--- src/dscg_defines.vh ---
`ifndef DSCG_DEFINES_VH
`define DSCG_DEFINES_VH

// ==========================================================================
// Register offsets (byte addresses).
`define DSCG_OFF_RUN_GATE       12'h104
`define DSCG_OFF_SLEEP_GATE     12'h114
`define DSCG_OFF_DEEP_GATE      12'h124
`define DSCG_OFF_RUN_CLK_CFG    12'h060
`define DSCG_OFF_IRQ_STATUS     12'h200
`define DSCG_OFF_IRQ_MASK       12'h204

// ==========================================================================
// Gating field positions.
`define DSCG_BIT_COMP_B         25
`define DSCG_BIT_COMP_A         24
`define DSCG_BIT_CNT_B          17
`define DSCG_BIT_CNT_A          16
`define DSCG_BIT_SYNC_SER       4
`define DSCG_BIT_ASYNC_SER      0
`define DSCG_GATE_WMASK         32'h0303_0011
`define DSCG_GATE_RESET         32'h0000_0000

// ==========================================================================
// Run clock configuration and interrupt fields.
`define DSCG_BIT_AUTO_GATE      27
`define DSCG_CFG_WMASK          32'h0800_0000
`define DSCG_CFG_RESET          32'h0000_0000
`define DSCG_IRQ_FAULT          0
`define DSCG_IRQ_MODE           1
`define DSCG_IRQ_WMASK          32'h0000_0003
`define DSCG_IRQ_RESET          32'h0000_0000

// ==========================================================================
// Power modes and peripheral count.
`define DSCG_MODE_RUN           2'h0
`define DSCG_MODE_SLEEP         2'h1
`define DSCG_MODE_DEEP          2'h2
`define DSCG_NUM_PERIPH         6

`endif

--- src/dscg_sync2.v ---
`timescale 1ns/1ns
// ==========================================================================
// Two-stage synchroniser for one level.
module dscg_sync2
(
	// Clock and reset.
	input  wire pclk,
	input  wire presetn,
	// Level in and out.
	input  wire din,
	output reg  dout
);
	reg meta_q;

	always @(posedge pclk or negedge presetn)
	begin
		if (!presetn)
		begin
			meta_q <= 1'b0;
			dout   <= 1'b0;
		end
		else
		begin
			meta_q <= din;
			dout   <= meta_q;
		end
	end
endmodule // dscg_sync2

--- src/dscg_gate.v ---
`timescale 1ns/1ns
`include "dscg_defines.vh"
// Function
// Each writable gating bit is the clock enable of one peripheral.
// A bus access to a peripheral whose enable is clear gets a bus fault.
// All gating bits read zero after reset, so every peripheral is off.
// Software must set the enable of each peripheral before using it.
// Run, sleep and deep-sleep gating registers exist with one layout.
// Sleep gating applies only while the automatic selection bit is set.
// Bits 25 and 24 gate comparator b and comparator a.
// Bits 17 and 16 gate counter b and counter a.
// Bit 4 gates the synchronous serial port.
// Bit 0 gates the asynchronous serial port.
// Bits 31:26, 23:18, 15:5 and 3:1 are read-only zero.
// Software keeps reserved bits by read-modify-write.
// Deep-sleep gating applies only in deep sleep; run gating applies in run mode.
module dscg_gate
(
	// APB slave.
	input  wire        pclk,
	input  wire        presetn,
	input  wire        psel,
	input  wire        penable,
	input  wire        pwrite,
	input  wire [11:0] paddr,
	input  wire [31:0] pwdata,
	output reg  [31:0] prdata,
	output reg         pready,
	output reg         pslverr,
	// Power mode requests from the core, asynchronous levels.
	input  wire        sleep_req,
	input  wire        deep_req,
	// Peripheral bus accesses, one request bit per peripheral.
	input  wire [5:0]  periph_access,
	output reg  [5:0]  periph_fault,
	// Peripheral clock enables and interrupt.
	output reg  [5:0]  periph_clk_en,
	output reg         irq
);
	// ======================================================================
	// Registers.
	reg [31:0] run_gate_reg_one_q;
	reg [31:0] sleep_gate_reg_one_q;
	reg [31:0] deep_sleep_gate_reg_one_q;
	reg [31:0] run_clock_config_reg_q;
	reg [31:0] irq_status_q;
	reg [31:0] irq_mask_q;
	reg [1:0]  mode_q;
	reg [1:0]  mode_d;
	reg [31:0] rdata_d;
	reg        hit_d;
	reg [31:0] sel_gate;
	reg [31:0] irq_status_d;
	wire       sleep_s;
	wire       deep_s;
	wire       auto_gate_select;
	wire       access_ph;
	wire       wr_en;
	wire       rd_en;
	wire [5:0] gate_vec;

	// ======================================================================
	// Mode inputs cross in through two flops each.
	dscg_sync2 u_sync_sleep
	(
		.pclk    (pclk),
		.presetn (presetn),
		.din     (sleep_req),
		.dout    (sleep_s)
	);
	dscg_sync2 u_sync_deep
	(
		.pclk    (pclk),
		.presetn (presetn),
		.din     (deep_req),
		.dout    (deep_s)
	);

	assign auto_gate_select = run_clock_config_reg_q[`DSCG_BIT_AUTO_GATE];

	// Deep sleep has priority over sleep when both are requested.
	always @*
	begin
		if (deep_s)
			mode_d = `DSCG_MODE_DEEP;
		else if (sleep_s)
			mode_d = `DSCG_MODE_SLEEP;
		else
			mode_d = `DSCG_MODE_RUN;
	end

	// ======================================================================
	// Gating selection.
	always @*
	begin
		// Without automatic selection the run set holds in every mode. see
		case (mode_q)
			`DSCG_MODE_SLEEP:
				sel_gate = auto_gate_select ? sleep_gate_reg_one_q
				                            : run_gate_reg_one_q;
			`DSCG_MODE_DEEP:
				sel_gate = auto_gate_select ? deep_sleep_gate_reg_one_q
				                            : run_gate_reg_one_q;
			default:
				sel_gate = run_gate_reg_one_q;
		endcase
	end

	// Bit order of the enable vector: ser_a, ser_s, cnt_a, cnt_b, cmp_a, cmp_b.
	assign gate_vec = {sel_gate[`DSCG_BIT_COMP_B],
	                   sel_gate[`DSCG_BIT_COMP_A],
	                   sel_gate[`DSCG_BIT_CNT_B],
	                   sel_gate[`DSCG_BIT_CNT_A],
	                   sel_gate[`DSCG_BIT_SYNC_SER],
	                   sel_gate[`DSCG_BIT_ASYNC_SER]};

	// ======================================================================
	// APB decode; every access completes in its second access cycle, after one wait state.
	assign access_ph = psel & penable & ~pready;
	assign wr_en     = access_ph & pwrite;
	assign rd_en     = access_ph & ~pwrite;

	always @*
	begin
		hit_d   = 1'b1;
		rdata_d = 32'h0000_0000;
		case (paddr)
			`DSCG_OFF_RUN_GATE:    rdata_d = run_gate_reg_one_q;
			`DSCG_OFF_SLEEP_GATE:  rdata_d = sleep_gate_reg_one_q;
			`DSCG_OFF_DEEP_GATE:   rdata_d = deep_sleep_gate_reg_one_q;
			`DSCG_OFF_RUN_CLK_CFG: rdata_d = run_clock_config_reg_q;
			`DSCG_OFF_IRQ_STATUS:  rdata_d = irq_status_q;
			`DSCG_OFF_IRQ_MASK:    rdata_d = irq_mask_q;
			default:               hit_d   = 1'b0;
		endcase
	end

	// Events set sticky bits; a set in the clearing cycle wins.
	always @*
	begin
		irq_status_d = irq_status_q;
		if (rd_en && paddr == `DSCG_OFF_IRQ_STATUS)
			irq_status_d = 32'h0000_0000;
		if (|(periph_access & ~gate_vec))
			irq_status_d[`DSCG_IRQ_FAULT] = 1'b1;
		if (mode_d != mode_q)
			irq_status_d[`DSCG_IRQ_MODE] = 1'b1;
	end

	// ======================================================================
	// Register state.
	always @(posedge pclk or negedge presetn)
	begin
		if (!presetn)
		begin
			// All peripherals start unclocked. see
			run_gate_reg_one_q        <= `DSCG_GATE_RESET;
			sleep_gate_reg_one_q      <= `DSCG_GATE_RESET;
			deep_sleep_gate_reg_one_q <= `DSCG_GATE_RESET;
			run_clock_config_reg_q    <= `DSCG_CFG_RESET;
			irq_status_q              <= `DSCG_IRQ_RESET;
			irq_mask_q                <= `DSCG_IRQ_RESET;
			mode_q                    <= `DSCG_MODE_RUN;
			prdata                    <= 32'h0000_0000;
			pready                    <= 1'b0;
			pslverr                   <= 1'b0;
			periph_fault              <= 6'h00;
			periph_clk_en             <= 6'h00;
			irq                       <= 1'b0;
		end
		else
		begin
			mode_q       <= mode_d;
			irq_status_q <= irq_status_d & `DSCG_IRQ_WMASK;
			pready       <= access_ph;
			pslverr      <= access_ph & ~hit_d;
			prdata       <= rd_en ? rdata_d : 32'h0000_0000;
			if (wr_en)
			begin
				// Reserved bits are masked off on every write. see
				case (paddr)
					`DSCG_OFF_RUN_GATE:
						run_gate_reg_one_q <= pwdata & `DSCG_GATE_WMASK;
					`DSCG_OFF_SLEEP_GATE:
						sleep_gate_reg_one_q <= pwdata & `DSCG_GATE_WMASK;
					`DSCG_OFF_DEEP_GATE:
						deep_sleep_gate_reg_one_q <=
							pwdata & `DSCG_GATE_WMASK;
					`DSCG_OFF_RUN_CLK_CFG:
						run_clock_config_reg_q <= pwdata & `DSCG_CFG_WMASK;
					`DSCG_OFF_IRQ_MASK:
						irq_mask_q <= pwdata & `DSCG_IRQ_WMASK;
					default:
						irq_mask_q <= irq_mask_q;
				endcase
			end
			// Enable follows the selected set one cycle later. see
			periph_clk_en <= gate_vec;
			// Accesses to an unclocked unit are faulted. see
			periph_fault  <= periph_access & ~gate_vec;
			irq           <= |(irq_status_d & irq_mask_q);
		end
	end
endmodule // dscg_gate

--- config.mk ---
export PLATFORM = sky130hd
export DESIGN_NAME = dscg_gate
export DESIGN_NICKNAME = d
export VERILOG_FILES = /design/src/dscg_sync2.v /design/src/dscg_gate.v
export VERILOG_INCLUDE_DIRS = /design/src
export SDC_FILE = /design/constraint.sdc
export NUM_CORES = 1
export LEC_CHECK = 0
export BUFFER_PORTS_ARGS = -buffer_cell sky130_fd_sc_hd__buf_2
export CAP_MARGIN = 10
export CORE_MARGIN = 5
export CORE_UTILIZATION = 30
export DETAILED_ROUTE_END_ITERATION = 8
export PLACE_DENSITY = 0.66
export SETUP_SLACK_MARGIN = 0.1
export SYNTH_ARGS = -nofsm -noshare
export SYNTH_HDL_FRONTEND = slang
export SYNTH_HIERARCHICAL = 1
export SYNTH_SLANG_ARGS = --single-unit
--- constraint.sdc ---
create_clock -name pclk -period 5.21 [get_ports pclk]
set_clock_uncertainty 0.05 [all_clocks]
set_input_delay 0.2605 -clock pclk [delete_from_list [all_inputs] [get_ports pclk]]
set_output_delay 0.2605 -clock pclk [all_outputs]
set_load 0.005 [all_outputs]
==> summary.md, run 1 <==
| Metric | Value |
|---|---|
| Status | completed |
| Cell taking the most area after synthesis | dfrtp_1 |
| CP Data Required Time | roughly 5.3 ns |
| Initial cell density of the core | around 30% |
| Max Root-Sink Buffers | 2 |
| Clk slew on worst S/H paths | about 0.080 ns |
| Syn-to-layout area delta | 16.5% |
| Die Y-Extent | approximately 100 um |
| Top post-synthesis cells by count | dfrtp_1 (52), buf_4 (24), mux2_2 (23), nor2_1 (22), inv_1 (9) |
| # DRC | 0 |
| Cell Pwr Density | around 250 nW/um^2 |
| Vias in the first global route | approximately 1,700 |
| DIE AREA | 10,100 um^2 |
| RSZ-0062 raised after global routing | false |
| Max-slew headroom | between 50 and 60% |
| Max Slew Vio Count | 0 |
| Sw frac | between 20% and 30% |
| EDFF count, synth | 0 |
| Synth Register Bits | 52 |
| Crit share post-route | 47.7% |
| Syn Area/Cell | 11.7 um^2 |
| CP Max Fanout | 7 |
| DP HPWL | 4.05 mm |
| Max-cap violations | 0 |
| Ys async rst share | 100% |
| Synth cell types | between 40 and 50 |
| # setup viols final | 0 |
| Peak VDD IR | between 100 and 150 uV |
| First-pass GRT wire length | roughly 8.3 mm |
| CTS tree | built |
| Port buffer count | between 50 and 60 |
| Pre-CTS setup slack | about 2.8 ns |
| Ant. Diodes | 0 |
| Comb pwr share | roughly 8% |
| Cell-internal power | between 500 and 600 uW |
| Final setup margin | around 2.7 ns |
| Clk root buf | clkbuf_8 |
| Buf/Inv on CP | 1 |
| Synth top area share | a little over half |
| Seq pwr share | 58.4% |
| Clk sinks | 52 |
| Largest net degree at the start of global routing | 53 |
| Die width | roughly 100 um |
| Worst Tran Pin Value | ~0.63 ns |
| Leak pwr | around 1.4 nW |
| Slowest Stage Delay on Critical Path | approximately 0.5 ns |
| Crit path DAT | approximately 2.6 ns |
| CP top delay family | compound AO/OA/AOI/OAI gates |
| Routed len/inst | 13.9 um |
| Worst Setup Path Type | flip-flop to flip-flop |
| Post-CTS setup buffer count | 0 |
| Drt pass-1 iters | 6 |
| Post-layout min period | around 2.5 ns |
| Post-cts resize count | 0 |
| All-Layer GR Usage | 10.3% |
| Core area | about 8000 um^2 |
| Synth Cell Area | 2450 um^2 |
| Crit path cell chain | inv_1, ha_1, nand2b_4, o221ai_1, o2bb2ai_1, or4_4, a22o_1 |
| Via density | roughly 4.6 |
| Synth Flop Type | dfrtp_1 |
| Remaining antenna violation count | 0 |
| Routed WL | around 5.2 mm |
| Maximum achievable frequency | 0.403 GHz |
| Ys Warns | 6 |
| Final global-route overflow total | 0 |
| Vias after detailed routing | around 1,700 |
| CP Capture Type | flip-flop |
| Initial antenna violation count | 0 |
| Setup_tns | 0 ns |
| Critical Path Source Type | flip-flop |
| Fin. Hold Viols | 0 |
| H-tree levels | 2 |
| Critical path's slowest cell | or4_4 |
| Ports | between 100 and 150 |
| Hold_ws | ~0.015 ns |
| Synth top area cells | dfrtp_1 (53%), mux2_2 (11%), buf_4 (7.4%) |
| Cts hold-fix bufs | 0 |
| Initial drt markers | 51 |
| Count leader, synth | dfrtp_1 |
| Cts bufs inserted | 5 |
| Clock power share | around a third |
| RD Place Congestion | around 0.84 |
| Mapped Cells | ~210 |
| Register area share after synthesis | ~53% |
| Min-Delay Path Class | primary input to flip-flop |
| Ratio of cells with drive above 1 in the final layout | between 30% and 40% |
| FP Rows | 33 |
| Switching pwr | 157 uW |
| Clk_lat worst skew | approximately 0.30 ns |
| Final #Nets | 327 |
## flip-flops by register name, summed over array words and instances, names as in the netlist
name,flops
run_gate_reg_one_q,6
irq_status_q,2
run_clock_config_reg_q,1
pslverr,1
sleep_gate_reg_one_q,6
irq,1
prdata,8
u_sync_deep/dout,1
u_sync_sleep/meta_q,1
pready,1
u_sync_deep/meta_q,1
mode_q,2
periph_clk_en,6
deep_sleep_gate_reg_one_q,6
irq_mask_q,2
periph_fault,6
u_sync_sleep/dout,1
## metal layers
metal	GRT usage (%)	vias to the layer above	wire (um)
met3	2.71	7	444
met5	0	-	0
met2	17.1	66	2540
met4	4.04	0	87
li1	-	799	-
met1	12.7	855	2130
## cells by family after synthesis
family | share of synthesized area (%)
compound gates | 8.69
fa+ha+maj | 1.02
buf+inv | 9.25
flops | 53.1
mux | 13.0
other cells | 0.153
simple gates | 14.7
## worst paths after layout
path                                           from                 endpoint  slack [ns]  cells after the start
worst max-delay path                      mode_q[0]                      irq        2.73                      7
worst min-delay path                      sleep_req      u_sync_sleep/meta_q        0.01                      1
worst max register to register            mode_q[0]                      irq        2.73                      7
worst min register to register  u_sync_sleep/meta_q        u_sync_sleep/dout        0.30                      0
max in group asynchronous                   presetn  sleep_gate_reg_one_q[4]        4.68                      2
min in group asynchronous                   presetn                      irq        0.02                      2
## power by group through the flow
stage	registers, mW	clock network, mW	logic, mW
2_1_floorplan	0.420	0	0.0362
3_3_place_gp	0.419	0	0.0558
3_5_place_dp	0.420	0	0.0566
4_1_cts	0.412	0.245	0.0568
5_1_grt	0.412	0.259	0.0636
6_report	0.411	0.237	0.0564
## cells in the final DEF, fill, tap and decap left out, types with 2 or more instances in the layout
master,instances
mux2i_1,6
a22oi_1,7
a21oi_1,6
nor4_1,2
o221ai_1,3
nor2_1,22
o2bb2ai_1,2
nor2b_1,3
conb_1,24
buf_2,55
inv_1,9
o221ai_2,2
nor4b_1,2
ha_1,2
clkbuf_8,7
dfrtp_1,52
o22ai_1,2
nand2b_1,7
and3_1,4
nand2_1,8
mux2_2,23
## layout make-up
type                    instances  area, um^2
inverters                       9        33.8
fillers                       823        5240
multi-input cells             144        1010
well taps                     105         131
flip-flops and latches         52        1300
repair buffers                 56         283
clock buffers                   7        96.3
## worst register-to-register path, cell delays in order, from the launching register on
cell	delay (ns)
dfrtp_1	0.39
inv_1	0.06
ha_1	0.39
nand2b_4	0.22
o221ai_1	0.38
o2bb2ai_1	0.13
or4_4	0.50
a22o_1	0.26
## through the flow
step / cell area (um^2) / cells / total power [mW] / utilization [%]
after global routing: 2850 / 373 / 0.735 / 35.3
after detailed placement: 2760 / 366 / 0.476 / 34.1
after CTS: 2850 / 373 / 0.713 / 35.3
final: 2850 / 373 / 0.705 / 35.3
after floorplan: 2530 / 232 / 0.456 / -
after global placement: 2760 / 366 / 0.475 / 34.1
(Power assumes the default switching activity.)
==> run 2, diff against run 1 <==
==> constraint.sdc (replaced) <==
create_clock -name pclk -period 2.52 [get_ports pclk]
set_clock_uncertainty 0.05 [all_clocks]
set_input_delay 0.126 -clock pclk [delete_from_list [all_inputs] [get_ports pclk]]
set_output_delay 0.126 -clock pclk [all_outputs]
set_load 0.005 [all_outputs]
==> summary.md, run 2 (synthesis gave the netlist of run 1 again) <==
| Metric | Value |
|---|---|
| CP Max Fanout | 7 |
| Vias after detailed routing | ~1,700 |
| DP HPWL | between 3 and 4 mm |
| # DRC | 0 |
| Setup_tns | 0 ns |
| Switching pwr | around 350 uW |
| Max Slew Vio Count | 0 |
| Clk slew on worst S/H paths | 0.10 ns |
| Initial cell density of the core | between 30% and 40% |
| Seq pwr share | 55.3% |
| Largest net degree at the start of global routing | 39 |
| Max-slew headroom | between 50% and 60% |
| Initial drt markers | 69 |
| Commonest cells after routing, fill and taps aside | buf_2 (55), dfrtp_1 (52), conb_1 (24) |
| First-pass GRT wire length | between 8 and 9 mm |
| Commonest non-fill, non-tap cell in the layout | buf_2 |
| Via density | 4.54 |
| Remaining antenna violation count | 0 |
| Reg2Reg Depth | 7 |
| Final global-route overflow total | 0 |
| Routed len/inst | 13.9 um |
| Routed WL | roughly 5.3 mm |
| Leak pwr | ~1.5 nW |
| H-tree levels | 2 |
| CP Capture Type | flip-flop |
| Max Root-Sink Buffers | 2 |
| Ant. Diodes | 0 |
| Comb pwr share | 8.3% |
| RD Place Congestion | approximately 0.83 |
| Port buffer count | 55 |
| All-Layer GR Usage | between 10% and 20% |
| Die width | between 100 and 150 um |
| Crit path DAT | approximately 2.4 ns |
| R2r endpoint | irq |
| Post-layout min period | between 2 and 2.5 ns |
| Fin. Hold Viols | 0 |
| Worst Tran Pin Value | 0.625 ns |
| Peak VDD IR | approximately 210 uV |
| Drt pass-1 iters | 4 |
| DIE AREA | just over 10,000 um^2 |
| Reg with most FFs | prdata |
| Die Y-Extent | 100 um |
| Reg2reg start | mode_q[1] |
| Clk root buf | clkbuf_8 |
| Worst R2R Setup Slack | approximately 0.21 ns |
| Clk sinks | between 50 and 60 |
| Critical Path Source Type | flip-flop |
| Post-route total power | 1.54 mW |
| Worst Setup Path Type | flip-flop to flip-flop |
| Crit share post-route | between 90 and 100% |
| # setup viols final | 0 |
| Critical Path Start | mode_q[1] |
| FP Rows | 33 |
| Cell Pwr Density | ~520 nW/um^2 |
| Ports | approximately 100 |
| Cts bufs inserted | 5 |
| Syn-to-layout area delta | 20.6% |
| Setup crit end | irq |
| Max-cap violations | 0 |
| CTS tree | built |
| CP Data Required Time | between 2 and 3 ns |
| Cell-internal power | between 1 and 1.5 mW |
| Clk_lat worst skew | approximately 0.31 ns |
| RSZ-0062 raised after global routing | false |
| Largest register FFs | 8 |
| Min-Delay Path Class | primary input to flip-flop |
| Final #Nets | around 330 |
| Ratio of cells with drive above 1 in the final layout | ~36% |
| Initial antenna violation count | 0 |
| Status | completed |
| Maximum achievable frequency | between 0.4 and 0.5 GHz |
| Core area | slightly above 8000 um^2 |
| Clock power share | 36.4% |
| Sw frac | ~23% |
| Vias in the first global route | ~1,700 |
[run 2: cell types whose count changed in the layout (fill, tap and decap cells not counted)]
cell,before,now
buf_4,1,2
bufinv_16,0,1
clkbuf_8,7,5
clkinv_2,0,1
clkinvlp_4,0,1
dlygate4sd3_1,0,6
ha_1,2,0
ha_2,0,2
o221ai_1,3,1
o221ai_2,2,4
[run 2: worst min path at each step]
stage	startpoint	endpoint	slack [ns]	cells after the start
after floorplan	presetn	deep_sleep_gate_reg_one_q[0]	-0.22	0
after global placement	presetn	pready	-0.01	1
after detailed placement	presetn	pready	-0.006	1
after CTS	periph_access[0]	periph_fault[0]	0.003	3
after global routing	periph_access[5]	periph_fault[5]	0.01	3
final	periph_access[0]	periph_fault[0]	0.005	3
[run 2: critical path, stage by stage, from the launching register on]
cell and delay [ns]:
dfrtp_1 0.42, inv_1 0.09, ha_2 0.28, nor2_1 0.18, o221ai_1 0.32, o22ai_1 0.15
or4_4 0.45, a22o_1 0.25
[run 2: what timing repair did]
action / CTS / global route
resized for setup: 2 / 2
gates cloned: 0 / 0
setup endpoints to repair: 1 / 1
pin swaps: 0 / 0
setup buffers: 0 / 0
hold endpoints to repair: 19 / 0
hold buffers: 6 / 0
[run 2: power by group through the flow]
| stage | Combinational (mW) | Clock (mW) | Sequential [mW] |
|---|---|---|---|
| 2_1_floorplan | 0.0748 | 0 | 0.868 |
| 3_3_place_gp | 0.117 | 0 | 0.867 |
| 3_5_place_dp | 0.119 | 0 | 0.867 |
| 4_1_cts | 0.127 | 0.576 | 0.851 |
| 5_1_grt | 0.143 | 0.605 | 0.853 |
| 6_report | 0.127 | 0.560 | 0.851 |
[run 2: routing by layer]
layer / vias to the layer above / global-route usage, % / routed length (um)
met5: - / 0 / 0
met4: 0 / 5.39 / 106
met3: 9 / 2.43 / 474
met2: 74 / 16.9 / 2550
met1: 826 / 13.5 / 2160
li1: 819 / - / -
[run 2: stage by stage]
step                      utilization [%]  instances  setup WS [ns]  hold WS, ns  instance area (um^2)
after floorplan                         -        232          0.365       -0.220                  2530
after global placement               34.2        367          0.140      -0.0127                  2760
after detailed placement             34.2        367          0.103     -0.00612                  2760
after CTS                            36.4        381          0.113      0.00265                  2950
after global routing                 36.5        381         0.0977       0.0140                  2950
final                                36.5        381          0.214      0.00542                  2950
[run 2: area by class of cell]
cell class	instances	area, um^2
clock buffers	5	68.8
clock inverters	3	42.5
inverters	9	33.8
flip-flops and latches	52	1300
well taps	105	131
repair buffers	63	350
fillers	798	5140
multi-input cells	144	1020
